<file path="config.mk">
export PLATFORM = sky130hd
export DESIGN_NAME = flash_program_erase_control
export DESIGN_NICKNAME = d
export VERILOG_FILES = /design/src/hdl/flash_ctl_pkg.sv /design/src/hdl/flash_program_erase_control.sv
export SDC_FILE = /design/constraint.sdc
export NUM_CORES = 1
export LEC_CHECK = 0
export ABC_AREA = 1
export BUFFER_PORTS_ARGS = -buffer_cell sky130_fd_sc_hd__buf_2
export CAP_MARGIN = 20
export CORE_MARGIN = 5
export CORE_UTILIZATION = 30
export CTS_BUF_LIST = sky130_fd_sc_hd__clkbuf_8
export DETAILED_ROUTE_END_ITERATION = 10
export GPL_ROUTABILITY_DRIVEN = 0
export PLACE_DENSITY = 0.6
export SLEW_MARGIN = 20
export SYNTH_ARGS = -nofsm -noshare
export SYNTH_HDL_FRONTEND = slang
export SYNTH_SLANG_ARGS = --single-unit
</file>
<file path="constraint.sdc">
create_clock -name REF_CLK -period 2 [get_ports REF_CLK]
set_input_delay 0.4 -clock REF_CLK [delete_from_list [all_inputs] [get_ports REF_CLK]]
set_output_delay 0.4 -clock REF_CLK [all_outputs]
set_load 0.01 [all_outputs]
</file>
<file path="src/hdl/flash_ctl_pkg.sv">
// Constants for the flash program/erase control block
package flash_ctl_pkg;
    // ==========================================================
    // Register offsets
    localparam logic [7:0] OFS_SECTOR_HIGH = 8'h08;
    localparam logic [7:0] OFS_SECTOR_LOW = 8'h09;
    localparam logic [7:0] OFS_USER_KEY = 8'h0A;
    localparam logic [7:0] OFS_OP_CONTROL = 8'h0B;
    // ==========================================================
    // Field positions and values
    localparam int MODE_MSB = 7;
    localparam int MODE_LSB = 4;
    localparam int FAIL_BIT = 3;
    localparam int START_BIT = 0;
    localparam int SECTOR_LOW_BIT = 7;
    localparam logic [3:0] MODE_PROGRAM = 4'h5;
    localparam logic [3:0] MODE_ERASE = 4'hA;
    localparam logic [3:0] MODE_HARD_LOCK = 4'h6;
    localparam logic [7:0] USER_KEY_VALUE = 8'hA5;
    localparam logic [7:0] RESET_BYTE = 8'h00;
    // ==========================================================
    // Operation states
    typedef enum logic [2:0] {
        ST_IDLE = 3'h1,
        ST_BUSY = 3'h2,
        ST_DONE = 3'h4
    } op_state_e;
endpackage : flash_ctl_pkg

</file>
<file path="src/hdl/flash_program_erase_control.sv">
// Flash program/erase control register block
// Contract
// - Control bits 7..4 select program (0101), sector erase (1010) or hard lock (0110).
// - Writing 1 to control bit 0 starts the operation, 0 stops it, and hardware clears it on completion.
// - The high sector pointer supplies address bits 15..8.
// - Only bit 7 of the low sector pointer supplies address bit 7; bits 6..0 are ignored.
// - Operations are allowed only while the key register holds 1010_0101.
// - Any other key value blocks every program or erase operation.
`timescale 1ns/100ps
module flash_program_erase_control
    import flash_ctl_pkg::*;
(
    // Clock and reset
    input wire logic REF_CLK,
    input wire logic RESET_N,
    // Register port
    input wire logic [7:0] REG_ADDR,
    input wire logic REG_WR,
    input wire logic [7:0] REG_WDATA,
    output logic [7:0] REG_RDATA,
    // Flash array side
    output logic [15:0] FLASH_ADDR,
    output logic PROG_REQ,
    output logic ERASE_REQ,
    output logic LOCK_REQ,
    input wire logic OP_DONE,
    input wire logic OP_FAIL
);
    // ==========================================================
    // State
    typedef struct packed {
        logic [7:0] sec_high;
        logic [7:0] sec_low;
        logic [7:0] key;
        logic [3:0] mode;
        logic fail;
        logic start;
        op_state_e st;
        logic [7:0] rdata;
        logic [15:0] addr;
        logic prog;
        logic erase;
        logic lock;
    } state_s;

    state_s s_r;
    state_s s_nxt;
    logic key_ok;
    logic mode_ok;

    // Key and mode qualifiers
    // Key is compared as a whole byte; any other value keeps the array shut
    assign key_ok = (s_r.key == USER_KEY_VALUE);
    assign mode_ok = (s_r.mode == MODE_PROGRAM) || (s_r.mode == MODE_ERASE)
        || (s_r.mode == MODE_HARD_LOCK);

    // Next-state logic
    always_comb begin
        s_nxt = s_r;
        // Register writes
        // Control bits 3..1 are not writable; fail only moves on erase completion
        if (REG_WR) begin
            unique case (REG_ADDR)
                OFS_SECTOR_HIGH: s_nxt.sec_high = REG_WDATA;
                OFS_SECTOR_LOW: s_nxt.sec_low = REG_WDATA;
                OFS_USER_KEY: s_nxt.key = REG_WDATA;
                OFS_OP_CONTROL: begin
                    s_nxt.mode = REG_WDATA[MODE_MSB:MODE_LSB];
                    s_nxt.start = REG_WDATA[START_BIT];
                end
                default: ;
            endcase
        end
        // Operation sequencing
        unique case (s_r.st)
            ST_IDLE: begin
                // Start with a bad key or an undefined code just falls back
                if (s_r.start) begin
                    if (key_ok && mode_ok) begin
                        s_nxt.st = ST_BUSY;
                        s_nxt.prog = (s_r.mode == MODE_PROGRAM);
                        s_nxt.erase = (s_r.mode == MODE_ERASE);
                        s_nxt.lock = (s_r.mode == MODE_HARD_LOCK);
                    end else if (!(REG_WR && REG_ADDR == OFS_OP_CONTROL)) begin
                        s_nxt.start = 1'b0;
                    end
                end
            end
            ST_BUSY: begin
                // Software stop or completion ends the request
                // A control write in the completion cycle loses to the hardware clear
                if (!s_r.start || OP_DONE) begin
                    s_nxt.st = ST_DONE;
                    s_nxt.prog = 1'b0;
                    s_nxt.erase = 1'b0;
                    s_nxt.lock = 1'b0;
                    if (OP_DONE && s_r.erase) begin
                        s_nxt.fail = OP_FAIL;
                    end
                    s_nxt.start = 1'b0;
                end
            end
            ST_DONE: begin
                s_nxt.st = ST_IDLE;
            end
        endcase
        // Sector address, low bits masked off
        s_nxt.addr = {s_nxt.sec_high, s_nxt.sec_low[SECTOR_LOW_BIT], 7'h00};
        // Read data, registered
        // Built from next-state values, so a read right after a write shows the new byte
        unique case (REG_ADDR)
            OFS_SECTOR_HIGH: s_nxt.rdata = s_nxt.sec_high;
            OFS_SECTOR_LOW: s_nxt.rdata = s_nxt.sec_low;
            OFS_USER_KEY: s_nxt.rdata = s_nxt.key;
            OFS_OP_CONTROL: s_nxt.rdata = {s_nxt.mode, s_nxt.fail, 2'b00, s_nxt.start};
            default: s_nxt.rdata = RESET_BYTE;
        endcase
    end

    // State register
    always_ff @(posedge REF_CLK or negedge RESET_N) begin
        if (!RESET_N) begin
            s_r <= '{sec_high: RESET_BYTE, sec_low: RESET_BYTE, key: RESET_BYTE,
                     mode: RESET_BYTE[MODE_MSB:MODE_LSB], fail: 1'b0, start: 1'b0, st: ST_IDLE,
                     rdata: RESET_BYTE, addr: {RESET_BYTE, RESET_BYTE}, prog: 1'b0, erase: 1'b0, lock: 1'b0};
        end else begin
            s_r <= s_nxt;
        end
    end

    // Outputs straight from flops
    assign REG_RDATA = s_r.rdata;
    assign FLASH_ADDR = s_r.addr;
    assign PROG_REQ = s_r.prog;
    assign ERASE_REQ = s_r.erase;
    assign LOCK_REQ = s_r.lock;
endmodule // flash_program_erase_control

</file>
==> impl_results.md <==
- Cts repair resizes: 0
- Fin. Hold Viols: 0
- Die H: 103.1 um
- Die ar.: ~0.011 sq mm
- Hold buffers post-CTS: 0
- Synth Instances: 320
- Yosys warnings: 0
- Post-DRT Antenna Nets: 0
- Layout cells sized above 1: 20.81%
- Worst-path clk slew: roughly 80 ps
- Tmin final: about 1500 ps
- Most common cell after layout, fill and taps aside: nand2_1
- HP Class: primary input to asynchronous set/reset pin
- Port bufs: 40
- Overall Global Routing Usage: roughly 12%
- Final TNS setup: 0 ps
- Worst setup EP type: flip-flop
- Clock sink total: 44
- GRT met1 Usage: between 15 and 20%
- Pwr per Cell Area: ~630 mW/mm^2
- CTS tree: built
- DP HPWL: between 4000 and 5000 um
- DRT iter0 DRCs: 104
- Crit start category: flip-flop
- Synth Register Bits: 44
- Met2 GRT Util: 19.39%
- Ant. Diodes: 0
- First-pass GRT wire length: around 10000 um
- Most frequent cells in the layout: 60 x nand2_1, 50 x inv_1, 43 x dfrtp_1
- Netlist cell types: 31
- H-tree depth: 2
- Crit Path Class: flip-flop to flip-flop
- Unrepaired setup endpoints after global routing: no
- Design Area, Final: ~0.0028 sq mm
- Core area: about 0.0086 sq mm
- Mapped Avg Cell Area: just over 8 sq um
- DP Area: 0.002735 sq mm
- Final wirelength: 5816 um
- P&R area growth vs syn: 8.806%
- Number of global-route vias before repair: approximately 2.0k
- CTS root buffer: clkbuf_8
- Leakage: around 1.5 nW
- Skew final: 8.616 ps
- Inst Count DP: 446
- Clk buf depth: 2
- Yosys top cell area share: 41.39%
- I/O pin count: 48
- Top cells by area, synth: dfrtp_1 41%, nand2_1 8.7%, inv_1 7.1%
- Outcome: finished, final reports clean
- Final nets: roughly 370
- Fmax: ~680 MHz
- Final setup viols: 0
- Vias after detailed routing: approximately 2k
- Post-CTS Repair Setup Buffers: 0
- Drt drc: 0
- Worst Path Arrival: 1710 ps
- Area leader, netlist: dfrtp_1
- Met3 Use GR: under 10%
- Final core utilization: between 30% and 40%
- Flip-flop and latch area: approximately 0.0011 sq mm
- CP required: roughly 2200 ps
- Synthesized area: approximately 0.0026 sq mm
- Busiest grt layer: met2
- Fill cells: 939
- Crit-path max FO: 6
- Max VDD drop: 0.2600 mV
- Num CTS Buffers: 5
- Via density: between 4 and 5
- Largest net degree at the start of global routing: 22
- Rows: 34
- Max_cap viols: 0
- GR Overflow Total: 0
- Starting Density: 30.26%
- Sequential fraction of the synthesis area: approximately 42%
- Die Span X: between 100 and 150 um
- Layout Cells excl Fill: between 400 and 500
- WL/cell: 12.81 um
- Final slew viol count: 0
- Fin crit share: about three quarters
- Initial antenna violation count: 0
- First-pass DRT Iterations: 4
- Area of the multi-input gates: between 0.001 and 0.0015 sq mm
- Worst skew pair latency: approximately 300 ps
[cell type report]
| cell class | count | area share, % |
|---|---|---|
| clock inverter | 2 | 0.3981 |
| tap | 108 | 4.777 |
| sequential | 44 | 38.97 |
| clock buffer | 6 | 2.919 |
| multi-input combinational | 198 | 37.82 |
| inverter | 52 | 6.988 |
| timing repair buffer | 44 | 8.138 |
[path summary, 6_finish.rpt]
check | start | end | slack (ps) | cells past startpoint
min in group REF_CLK | REG_WDATA[7] | FLASH_ADDR[7] | 350 | 2
worst max register to register | s_r[27] | LOCK_REQ | 530 | 8
worst min register to register | PROG_REQ | PROG_REQ | 470 | 2
worst max-delay path | s_r[27] | LOCK_REQ | 530 | 8
max in group asynchronous | RESET_N | s_r[27] | 1330 | 2
worst min-delay path | RESET_N | s_r[37] | 40 | 1
[metal layers]
layer,wire length (um),up-vias
met5,0,-
met4,71,0
met3,358,6
met2,2668,47
met1,2718,930
li1,-,1051
[flip-flops by register name, indices dropped and copies added (netlist names)]
signal	cells
REG_RDATA	8
FLASH_ADDR	2
ERASE_REQ	1
PROG_REQ	1
s_r	31
LOCK_REQ	1
[report_power, final]
group          total, W  switching, W  internal (W)
Sequential     0.000958     0.0000228      0.000935
Clock          0.000580      0.000304      0.000276
Combinational  0.000236      0.000160     0.0000758
[cell usage after synthesis]
cell type / count
buf_4: 24
nor3_2: 1
clkbuf_8: 1
a21boi_0: 2
conb_1: 1
nand3_2: 3
buf_6: 4
nor2_1: 18
inv_1: 49
nor2_4: 2
nand3b_1: 1
nand4_1: 10
buf_2: 2
nand2_2: 5
o21ai_0: 5
nand2_1: 60
inv_4: 1
and2_1: 8
a21oi_1: 1
nor2_8: 1
o21a_1: 14
dfrtp_1: 43
o211ai_1: 19
nor4_1: 1
clkbuf_1: 1
nand3_1: 34
nor2_2: 4
inv_2: 1
clkinv_1: 1
dfstp_2: 1
nand2_4: 2
[metrics by stage]
step | worst slack, ps | hold WS (ps) | power [W]
after global placement | 249.2 | 383.1 | 0.001209
after detailed placement | 219.5 | 381.6 | 0.001214
after CTS | 490.2 | 49.34 | 0.001800
after global routing | 340.1 | 62.27 | 0.001881
final | 526.5 | 35.03 | 0.001773
after floorplan | 622.3 | 104.4 | 0.001146
[cells by family (layout without fill, tap and decap cells)]
group,after synthesis,after routing,synth area share [%]
AND/OR/NAND/NOR,150,150,28.87
flip-flops,44,44,42.40
other,1,7,0.1442
buffers and inverters,84,104,17.32
AO/OA/AOI/OAI,41,41,11.26
[worst max-delay path, cell delays in order, from the launching register on]
cell and delay [ps]:
dfstp_2 540, inv_1 50, nand3_1 110, inv_1 120
o21ai_0 180, nand2_1 170, nand2_1 140, nand2_1 60
nand2_1 50
Power figures use the tool's default switching activity.
